--- src/sppl_cfg.svh ---
/*
  constants for the serial prom program loader: entry point, default
  pointer and count, ready character and timing counts.
  assumes inclusion by bare name from the loader module only.
*/
`ifndef SPPL_CFG_SVH
`define SPPL_CFG_SVH
`define SPPL_READY_CHAR    8'hFF
`define SPPL_PROG_ENTRY    16'hBF00
`define SPPL_DEF_DEST      16'hD000
`define SPPL_DEF_COUNT     16'h0800
`define SPPL_PROG_TIME_US  2
`define SPPL_CLK_MHZ       250
`define SPPL_DEF_PROG_CYC  (`SPPL_PROG_TIME_US * `SPPL_CLK_MHZ)
`define SPPL_MODE_BOOT     2'h0
`endif

--- src/sppl_pkg.sv ---
/*
  types for the serial prom program loader.
  assumes sppl_cfg.svh is on the include path.
*/
package sppl_pkg;
  typedef enum logic [2:0] {
    SPPL_IDLE,
    SPPL_READY,
    SPPL_WAIT,
    SPPL_PROG,
    SPPL_READ,
    SPPL_ECHO,
    SPPL_DUMP_RD,
    SPPL_DUMP_TX
  } sppl_state_type;
endpackage

--- src/sppl_mem_if.sv ---
/*
  memory port bundle between the loader sequencer and the prom timer.
  assumes one clock domain.
*/
`timescale 1ns/1ps
interface sppl_mem_if;
  logic start;
  logic [31:0] cycles;
  logic busy;
  logic done;
  modport seq (output start, output cycles, input busy, input done);
  modport tmr (input start, input cycles, output busy, output done);
endinterface

--- src/sppl_loader.sv ---
/*
  serial prom program loader: programming loop with read-back echo and
  an endless memory dump, on a byte-stream serial port and a prom port.
  assumes an outside uart presents received bytes with valid/ready and
  accepts bytes to send with valid/ready; the prom answers reads in one
  cycle.
*/
// How it works
// [RULE_01] on entering the programming routine one ready byte FF is sent.
// [RULE_02] the host sends two data bytes before awaiting the first echo.
// [RULE_03] the host answers each echo with the next data byte.
// [RULE_04] each received byte is written at the destination pointer.
// [RULE_05] the pointer starts at D000 by default and increments per byte.
// [RULE_06] after the delay the location is read back and echoed.
// [RULE_07] the next byte is held in the receiver until the next pass.
// [RULE_08] the loop never ends by itself; only reset stops it.
// [RULE_09] count, start address and program time have user overrides.
// [RULE_10] both index pointers are preset to defaults before the jump; the code has one pointer, ptr_y, and presets it to D000 along with prog_cyc.
// [RULE_11] the programming routine is entered at address BF00.
// [RULE_12] the dump starts at the caller's index and current baud.
// [RULE_13] the dump sends bytes from rising addresses until reset.
// [RULE_14] mode inputs are sampled only while reset is held.
// [RULE_15] bootstrap is entered by reset with both mode inputs low.
// [RULE_16] the host compares each echo with the byte it sent.
`timescale 1ns/1ps
`include "sppl_cfg.svh"
module sppl_loader
  import sppl_pkg::*;
#(
  parameter int ADDR_W = 16,
  parameter int PROG_CYC = `SPPL_DEF_PROG_CYC
)(
  input wire logic mclk,
  input wire logic srst,
  input wire logic mode_select_a,
  input wire logic mode_select_b,
  input wire logic jump_valid,
  input wire logic [ADDR_W-1:0] jump_addr,
  input wire logic dump_start,
  input wire logic [ADDR_W-1:0] user_dest,
  input wire logic [15:0] user_count,
  input wire logic [31:0] user_prog_cyc,
  input wire logic user_override,
  input wire logic [7:0] rx_data,
  input wire logic rx_valid,
  output logic rx_ready,
  output logic [7:0] tx_data,
  output logic tx_valid,
  input wire logic tx_ready,
  output logic prom_wr,
  output logic prom_rd,
  output logic [ADDR_W-1:0] prom_addr,
  output logic [7:0] prom_wdata,
  input wire logic [7:0] prom_rdata,
  output logic boot_mode,
  output logic active
);
  // ************************************************
  // elaboration checks
  // ************************************************
  // entry point and default pointer need at least 16 address bits
  if (ADDR_W < 16) begin : g_addr_narrow
    $error("sppl_loader: address width below 16 bits");
  end
  // override and timer paths carry no more than 32 bits
  if (ADDR_W > 32) begin : g_addr_wide
    $error("sppl_loader: address width above 32 bits");
  end
  // a zero delay would read the cell back before it is written
  if (PROG_CYC < 1) begin : g_prog_short
    $error("sppl_loader: programming time below one cycle");
  end

  // ************************************************
  // state
  // ************************************************
  typedef struct packed {
    sppl_state_type st;
    logic [1:0] mode;
    logic [ADDR_W-1:0] ptr_y;
    logic [15:0] count;
    logic [31:0] prog_cyc;
    logic [7:0] echo;
    logic [7:0] tx_data;
    logic tx_valid;
    logic wr;
    logic rd;
    logic [ADDR_W-1:0] addr;
    logic [7:0] wdata;
    logic start;
  } sppl_state_reg_type;
  sppl_state_reg_type s_r;
  sppl_state_reg_type s_nxt;
  logic rx_take;

  // ************************************************
  // programming delay
  // ************************************************
  sppl_mem_if mem ();

  sppl_prog_timer i_sppl_prog_timer (
    .mclk(mclk),
    .srst(srst),
    .mem(mem)
  );

  // a byte is taken only in the wait loop with the timer free
  assign rx_take = rx_valid && rx_ready;

  // ************************************************
  // next state
  // ************************************************
  always_comb begin
    s_nxt = s_r;
    s_nxt.wr = 1'b0;
    s_nxt.rd = 1'b0;
    s_nxt.start = 1'b0;
    // a byte on the line is gone once the far side takes it
    if (s_r.tx_valid && tx_ready) begin
      s_nxt.tx_valid = 1'b0;
    end
    case (s_r.st)
      SPPL_IDLE: begin
        // timing and address index preset before any jump
        s_nxt.ptr_y = ADDR_W'(`SPPL_DEF_DEST); // RULE_10
        s_nxt.prog_cyc = 32'(PROG_CYC); // RULE_10
        s_nxt.count = `SPPL_DEF_COUNT;
        if (user_override) begin
          s_nxt.ptr_y = user_dest; // RULE_09
          s_nxt.count = user_count; // RULE_09
          s_nxt.prog_cyc = user_prog_cyc; // RULE_09
        end
        if (s_r.mode == `SPPL_MODE_BOOT) begin // RULE_15
          if (jump_valid &&
              jump_addr == ADDR_W'(`SPPL_PROG_ENTRY)) begin // RULE_11
            s_nxt.st = SPPL_READY;
          end else if (dump_start) begin
            s_nxt.ptr_y = user_dest; // RULE_12
            s_nxt.st = SPPL_DUMP_RD;
          end
        end
      end

      SPPL_READY: begin
        if (!s_r.tx_valid) begin
          s_nxt.tx_data = `SPPL_READY_CHAR; // RULE_01
          s_nxt.tx_valid = 1'b1;
          s_nxt.st = SPPL_WAIT;
        end
      end

      SPPL_WAIT: begin
        // second host byte sits in the receiver while we program
        if (rx_take) begin // RULE_07
          s_nxt.wr = 1'b1; // RULE_04
          s_nxt.addr = s_r.ptr_y; // RULE_04
          s_nxt.wdata = rx_data; // RULE_04
          s_nxt.start = 1'b1;
          s_nxt.st = SPPL_PROG;
        end
      end

      SPPL_PROG: begin
        // the cell is read only after the whole delay
        if (mem.done) begin
          s_nxt.rd = 1'b1; // RULE_06
          s_nxt.st = SPPL_READ;
        end
      end

      SPPL_READ: begin
        // read data stands only while prom_rd is high: keep it
        s_nxt.echo = prom_rdata; // RULE_06
        s_nxt.st = SPPL_ECHO;
      end

      SPPL_ECHO: begin
        if (!s_r.tx_valid) begin
          s_nxt.tx_data = s_r.echo; // RULE_06
          s_nxt.tx_valid = 1'b1;
          s_nxt.ptr_y = s_r.ptr_y + ADDR_W'(1); // RULE_05
          if (s_r.count != 16'h0) begin
            s_nxt.count = s_r.count - 16'h1;
          end
          // count is informative only: loop runs until reset
          s_nxt.st = SPPL_WAIT; // RULE_08
        end
      end

      SPPL_DUMP_RD: begin
        // one byte on the line at a time; baud is the uart's own
        if (!s_r.tx_valid) begin // RULE_12
          s_nxt.rd = 1'b1;
          s_nxt.addr = s_r.ptr_y; // RULE_13
          s_nxt.st = SPPL_DUMP_TX;
        end
      end

      SPPL_DUMP_TX: begin
        // prom_rd is high in this cycle, so the data stands now
        s_nxt.tx_data = prom_rdata; // RULE_13
        s_nxt.tx_valid = 1'b1;
        s_nxt.ptr_y = s_r.ptr_y + ADDR_W'(1); // RULE_13
        s_nxt.st = SPPL_DUMP_RD; // RULE_13
      end

      default: begin
        s_nxt.st = SPPL_IDLE;
      end
    endcase
  end

  // ************************************************
  // registers
  // ************************************************
  always_ff @(posedge mclk) begin
    if (srst) begin
      s_r <= '0;
      // mode pins matter only while reset is held
      s_r.mode <= {mode_select_b, mode_select_a}; // RULE_14
    end else begin
      s_r <= s_nxt;
    end
  end

  // ************************************************
  // outputs
  // ************************************************
  assign mem.start = s_r.start;
  assign mem.cycles = s_r.prog_cyc;
  // the next byte waits in the receiver until the timer is free
  assign rx_ready = (s_r.st == SPPL_WAIT) && !mem.busy; // RULE_07
  assign tx_data = s_r.tx_data;
  assign tx_valid = s_r.tx_valid;
  assign prom_wr = s_r.wr;
  assign prom_rd = s_r.rd;
  assign prom_addr = s_r.addr;
  assign prom_wdata = s_r.wdata;
  assign boot_mode = (s_r.mode == `SPPL_MODE_BOOT);
  assign active = (s_r.st != SPPL_IDLE);
endmodule // sppl_loader

--- src/sppl_prog_timer.sv ---
/*
  per-byte programming delay counter.
  assumes start pulses only while not busy.
*/
`timescale 1ns/1ps
module sppl_prog_timer
  import sppl_pkg::*;
(
  input wire logic mclk,
  input wire logic srst,
  sppl_mem_if.tmr mem
);
  typedef struct packed {
    logic busy;
    logic done;
    logic [31:0] cnt;
  } sppl_tmr_type;
  sppl_tmr_type s_r;
  sppl_tmr_type s_nxt;
  always_comb begin
    s_nxt = s_r;
    s_nxt.done = 1'b0;
    if (mem.start && !s_r.busy) begin
      s_nxt.busy = 1'b1;
      s_nxt.cnt = (mem.cycles == 32'h0) ? 32'h1 : mem.cycles;
    end else if (s_r.busy) begin
      s_nxt.cnt = s_r.cnt - 32'h1;
      if (s_r.cnt == 32'h1) begin
        s_nxt.busy = 1'b0;
        s_nxt.done = 1'b1;
      end
    end
  end
  always_ff @(posedge mclk) begin
    if (srst) begin
      s_r <= '0;
    end else begin
      s_r <= s_nxt;
    end
  end
  assign mem.busy = s_r.busy;
  assign mem.done = s_r.done;
endmodule // sppl_prog_timer

--- config.mk ---
export PLATFORM = sky130hd
export DESIGN_NAME = sppl_loader
export DESIGN_NICKNAME = d
export VERILOG_FILES = /design/src/sppl_pkg.sv /design/src/sppl_mem_if.sv /design/src/sppl_loader.sv /design/src/sppl_prog_timer.sv
export VERILOG_INCLUDE_DIRS = /design/src /design/src/src
export SDC_FILE = /design/constraint.sdc
export NUM_CORES = 1
export LEC_CHECK = 0
export BUFFER_PORTS_ARGS = -buffer_cell sky130_fd_sc_hd__buf_2
export CAP_MARGIN = 30
export CORE_ASPECT_RATIO = 0.9
export CORE_MARGIN = 2
export CORE_UTILIZATION = 30
export CTS_CLUSTER_SIZE = 14
export DETAILED_ROUTE_END_ITERATION = 6
export HOLD_SLACK_MARGIN = 0.05
export PLACE_DENSITY_LB_ADDON = 0.15
export SLEW_MARGIN = 40
export SYNTH_ARGS = -nofsm -noshare
export SYNTH_HDL_FRONTEND = slang
export SYNTH_SLANG_ARGS = --single-unit
export TNS_END_PERCENT = 20
--- constraint.sdc ---
create_clock -name mclk -period 3.01 [get_ports mclk]
set_input_delay 0.602 -clock mclk [delete_from_list [all_inputs] [get_ports mclk]]
set_output_delay 0.602 -clock mclk [all_outputs]
set_load 0.05 [all_outputs]
==> results.cfg, run 1 <==
[yosys]
synth-async-reset-ratio_pct = 0
yosysMostFrequentCell = dfxtp_1
synth.avg_cell_area_um2 = 8.02
synth_top_area_share_pct = 39.6
ys_seq_area_share_pct = 40.6
ys_ff_latch = 130
yosysTopAreaCell = dfxtp_1
synthFlopType = dfxtp_1
yosys-top-cells-area = dfxtp_1, a21oi_1, nor2_1, nand2_1, mux2i_1
synth_commonest_cells = dfxtp_1, a21oi_1, nor2_1
postSynthCellCount = 806
synth-warning-count = 0
ys_types = 64
synth.cell_area_um2 = 6460
syn_nets = 914
synth-edff-count = 2

[worst_hold_path]
hp-start = mode_select_a
hold_end = s_nxt[108]$_DFFE_PP_
hold_depth = 1
hold_class = input pin to register

[power]
switching_share_pct = 43.6
intPower_mw = 4.63
leakagePower_nw = 3.19
vdd_drop_max_v = 0.000461
pwr-share-seq_pct = 30.5
pwr-share-clk_pct = 25.7
total_power_mw = 8.21
p_comb_share_pct = 43.9
powerDensity_nw_per_um2 = 1050
p_sw_mw = 3.58

[finish]
multi_input_area_um2 = 3330
n_antenna_cell = 0
area_growth_pct = 20.7
nNetsFinal = 996
fillCellCount = 2216
final_area_um2 = 7810
drive_above_1_share_pct = 22.6
ff_latch_area_um2 = 2620
fin_util_pct = 37.2

[setup_path]
reg2reg_slack_ns = 0.30
r2r_end = i_sppl_prog_timer.s_r[30]$_SDFFE_PP0P_
start_kind = register
rr_worst_depth = 5
cp_max_fo = 7
timing.rr.start = i_sppl_prog_timer.s_r[22]$_SDFFE_PP0P_
worstSetupPathType = register to register
arrival_ns = 3.04
critPathRequiredTime_ns = 3.34
crit_start = i_sppl_prog_timer.s_r[22]$_SDFFE_PP0P_
endpoint_kind = register

[clocking]
root_buffer = clkbuf_16
cts_resized = 0
clockBufferDepth = 2
clk_pin_slew_ns = 0.07
clk_latency_ns = 0.43
tritoncts = done
cts_setup_buffers = 0
numCtsBuffers = 17
clock-sinks = 130
htreeDepth = 4
hold_buffers = 0

[timing]
rsz0062_at_grt = no
fin_crit_ns = 2.71
hold_viol = 0
setup_tns_ns = 0
relSlewSlack_pct = 40.4
slew_violations = 0
tightest_slew_ns = 0.893
fmax_ghz = 0.369
setup_viol = 0
fin_worst_skew_ns = 0.0151
fin_crit_sh_pct = 90.1
worst_slack_ns = 0.298

[die]
io_pins = 143
die_w_um = 159
dieArea_um2 = 22700
die_h_um = 143
core_area_um2 = 21000
std_cell_rows = 50
initial_utilization_pct = 30.8

[route]
wire_per_inst_um = 16.0
antenna_left = 0
drt-initial-drc-count = 337
first_pass_iters = 5
avgViaCountPerCell = 5.11
detail_route.drc_violations = 0
postRouteWirelength_um = 19000
num_vias = 6068

[place]
postPlaceCellArea_um2 = 7200
pre_cts_ws_ns = 0.297
numPortBuffers = 126
place_hpwl_um = 13100
place_congestion = 0.786

[status]
status = finished, final reports clean

[job]
cap_violations = 0

[grt]
antenna_found_initial = 0
grt_max_degree = 41
grt_pass1_vias = 5548
grt_pass1_wl_um = 30800
grt_use_total_pct = 16.8
globalRoute.totalOverflow = 0
worst max-delay path, cell delays in order (launching register included):
cell and delay [ns]:
dfxtp_1 0.36, or4_4 0.54, or4_4 0.48, or4b_4 0.53, or4_1 0.47, a311oi_1 0.24
sequential cells by signal (all words and copies together) (netlist names), 2 cells and up, named ones only:
signal,flops
mem.cycles,32
s_r,26
prom_addr,16
s_nxt,2
prom_wdata,8
i_sppl_prog_timer.s_r,32
tx_data,8
power groups by stage:
stage | logic, mW | registers [mW] | clock network, mW
6_report | 3.60 | 2.50 | 2.11
3_5_place_dp | 3.61 | 2.53 | 0
2_1_floorplan | 2.83 | 2.39 | 0
3_3_place_gp | 3.60 | 2.53 | 0
4_1_cts | 3.62 | 2.50 | 2.17
5_1_grt | 4.01 | 2.56 | 2.25
worst max-delay path by stage:
stage	depth (start not counted)	slack, ns	end
2_1_floorplan	8	0.02	prom_addr[6]$_SDFFE_PP0P_
3_3_place_gp	5	0.29	i_sppl_prog_timer.s_r[29]$_SDFFE_PP0P_
3_5_place_dp	5	0.30	i_sppl_prog_timer.s_r[30]$_SDFFE_PP0P_
4_1_cts	5	0.29	i_sppl_prog_timer.s_r[30]$_SDFFE_PP0P_
5_1_grt	6	0.14	i_sppl_prog_timer.s_r[26]$_SDFFE_PP0P_
6_report	5	0.30	i_sppl_prog_timer.s_r[30]$_SDFFE_PP0P_
cells in the final DEF, fill, tap and decap left out, drive strengths merged, types with 5 or more instances in the layout:
master / netlist / routed
nor2: 88 / 88
or4: 10 / 10
nor3b: 10 / 10
a22oi: 5 / 5
o22ai: 9 / 9
nand2: 65 / 65
mux2i: 24 / 24
a311oi: 5 / 5
dfxtp: 128 / 128
and2: 5 / 5
inv: 17 / 25
nor4: 23 / 23
nand4: 5 / 5
clkbuf: 51 / 18
o21ai: 23 / 23
or3: 7 / 7
xnor2: 6 / 6
buf: 35 / 149
o211ai: 17 / 17
a211oi: 14 / 14
nand3: 42 / 42
o31a: 5 / 5
or2: 5 / 5
nand2b: 5 / 5
nor3: 42 / 42
and3: 5 / 5
a31oi: 9 / 9
a21oi: 93 / 93
final cells by class:
cell class                      count  area share (%)
Clock buffer                       18            5.63
Clock inverter                     14            2.07
Inverter                           18           0.866
Multi-Input combinational cell    572            42.6
Sequential cell                   130            33.6
Tap cell                          286            4.58
Timing Repair Buffer              149            10.6
per-stage QoR:
| step | hold slack [ns] | cells |
|---|---|---|
| floorplan | 0.437 | 806 |
| global placement | 0.442 | 1155 |
| detailed placement | 0.443 | 1155 |
| CTS | 0.343 | 1187 |
| global route | 0.347 | 1187 |
| finish | 0.363 | 1187 |
routing by layer:
| layer | track usage (%) | share of wire (%) |
|---|---|---|
| met3 | 3.28 | 4.7 |
| met4 | 4.68 | 0.98 |
| met2 | 24.9 | 43 |
| met1 | 24.8 | 51 |
| met5 | 0 | 0 |
kinds of logic after synthesis:
logic type / synth area share [%]
simple gates: 24.4
compound gates: 20.7
flops: 40.6
buf+inv: 8.34
mux: 4.24
xor+xnor: 1.22
fa+ha+maj: 0.581
No activity file was read; power rests on OpenSTA's default activity.
==> run 2: changes to the inputs <==
--- a/config.mk
+++ b/config.mk
@@ -15,6 +15,7 @@
 export DETAILED_ROUTE_END_ITERATION = 6
 export HOLD_SLACK_MARGIN = 0.05
 export PLACE_DENSITY_LB_ADDON = 0.15
+export RECOVER_POWER = 100
 export SLEW_MARGIN = 40
 export SYNTH_ARGS = -nofsm -noshare
 export SYNTH_HDL_FRONTEND = slang
==> results.cfg, run 2 (synthesized netlist as in run 1, its figures left out) <==
[die]
io_pins = 143
initial_utilization_pct = 30.8
die_w_um = 159
die_h_um = 143
dieArea_um2 = 22700
std_cell_rows = 50
core_area_um2 = 21000

[timing]
setup_tns_ns = 0
setup_viol = 0
hold_viol = 0
relSlewSlack_pct = -8.84
fin_crit_sh_pct = 93.2
fin_worst_skew_ns = 0.0160
slew_violations = 71
worst_slack_ns = 0.205
hold_ws_ns = 0.361
rsz0062_at_grt = no
fmax_ghz = 0.357
tightest_slew_ns = 1.63
fin_crit_ns = 2.81

[place]
pre_cts_ws_ns = 0.297
postPlaceCellArea_um2 = 7200
place_hpwl_um = 13100
place_inst = 1155
numPortBuffers = 126
place_congestion = 0.786

[route]
first_pass_iters = 5
avgViaCountPerCell = 5.10
num_vias = 6049
wire_per_inst_um = 16.0
postRouteWirelength_um = 19000
antenna_left = 0
drt-initial-drc-count = 320
detail_route.drc_violations = 0

[job]
cap_violations = 2

[power]
pwr-share-seq_pct = 30.7
vdd_drop_max_v = 0.000459
powerDensity_nw_per_um2 = 1060
leakagePower_nw = 3.00
p_comb_share_pct = 43.4
intPower_mw = 4.57
pwr-share-clk_pct = 25.9
total_power_mw = 8.14
switching_share_pct = 43.8
p_sw_mw = 3.57

[finish]
fillCellCount = 2238
n_antenna_cell = 0
fin_util_pct = 36.7
final_area_um2 = 7700
drive_above_1_share_pct = 17.6
nNetsFinal = 996
ff_latch_area_um2 = 2620
layout_commonest_cell = dfxtp_1
area_growth_pct = 19.1
multi_input_area_um2 = 3310
layout_common_cells = dfxtp_1, a21oi_1, nor2_1, buf_2, nand2_1
fin_cells = 1187

[status]
violations = max-capacitance violations, max-slew violations
status = finished with violations

[worst_hold_path]
hold_class = input pin to register
hold_depth = 1
hold_end = s_nxt[108]$_DFFE_PP_
hp-start = mode_select_a

[grt]
antenna_found_initial = 0
grt_max_degree = 41
grt_pass1_wl_um = 30800
grt_use_total_pct = 16.8
grt_pass1_vias = 5548
globalRoute.totalOverflow = 0

[clocking]
clk_latency_ns = 0.43
tritoncts = done
clockBufferDepth = 2
cts_resized = 0
cts_setup_buffers = 0
htreeDepth = 4
numCtsBuffers = 17
hold_buffers = 0
root_buffer = clkbuf_16
clock-sinks = 130
clk_pin_slew_ns = 0.06

[setup_path]
r2r_end = i_sppl_prog_timer.s_r[30]$_SDFFE_PP0P_
cp_max_fo = 7
arrival_ns = 3.13
rr_worst_depth = 5
critPathRequiredTime_ns = 3.34
reg2reg_slack_ns = 0.20
endpoint_kind = register
timing.rr.start = i_sppl_prog_timer.s_r[22]$_SDFFE_PP0P_
start_kind = register
worstSetupPathType = register to register
[run 2: power groups by stage]
stage / Clock (mW) / Sequential (mW) / Combinational (mW)
final: 2.11 / 2.50 / 3.54
after floorplan: 0 / 2.39 / 2.83
after global routing: 2.25 / 2.56 / 3.95
after CTS: 2.17 / 2.50 / 3.62
after detailed placement: 0 / 2.53 / 3.61
after global placement: 0 / 2.53 / 3.60
[run 2: final cells by class]
| type | count | share of cell area [%] |
|---|---|---|
| Clock buffer | 18 | 5.70 |
| Clock inverter | 14 | 2.10 |
| Inverter | 18 | 0.878 |
| Multi-Input combinational cell | 572 | 43.0 |
| Sequential cell | 130 | 34.1 |
| Tap cell | 286 | 4.65 |
| Timing Repair Buffer | 149 | 9.59 |
[run 2: routing by layer]
metal  routed length (um)  global-route usage, %  part of all wire (%)
met5                    0                      0                     0
met4                  161                   4.68                  0.85
met3                  805                   3.28                   4.2
met2                 8250                   24.9                    43
met1                 9810                   24.8                    52
[run 2: critical path: stages, from the launching register on]
cell	delay, ns
dfxtp_1	0.36
or4_4	0.54
or4_1	0.54
or4b_4	0.56
or4_1	0.47
a311oi_1	0.24
[run 2: worst max-delay path by stage]
| stage | endpoint | from | cells after the start | slack (ns) |
|---|---|---|---|---|
| 2_1_floorplan | prom_addr[6]$_SDFFE_PP0P_ | s_r[111]$_SDFFE_PP0P_ | 8 | 0.02 |
| 3_3_place_gp | i_sppl_prog_timer.s_r[29]$_SDFFE_PP0P_ | i_sppl_prog_timer.s_r[2]$_SDFFE_PP0P_ | 5 | 0.29 |
| 3_5_place_dp | i_sppl_prog_timer.s_r[30]$_SDFFE_PP0P_ | i_sppl_prog_timer.s_r[22]$_SDFFE_PP0P_ | 5 | 0.30 |
| 4_1_cts | i_sppl_prog_timer.s_r[30]$_SDFFE_PP0P_ | i_sppl_prog_timer.s_r[22]$_SDFFE_PP0P_ | 5 | 0.29 |
| 5_1_grt | i_sppl_prog_timer.s_r[26]$_SDFFE_PP0P_ | i_sppl_prog_timer.s_r[2]$_SDFFE_PP0P_ | 6 | 0.07 |
| 6_report | i_sppl_prog_timer.s_r[30]$_SDFFE_PP0P_ | i_sppl_prog_timer.s_r[22]$_SDFFE_PP0P_ | 5 | 0.20 |
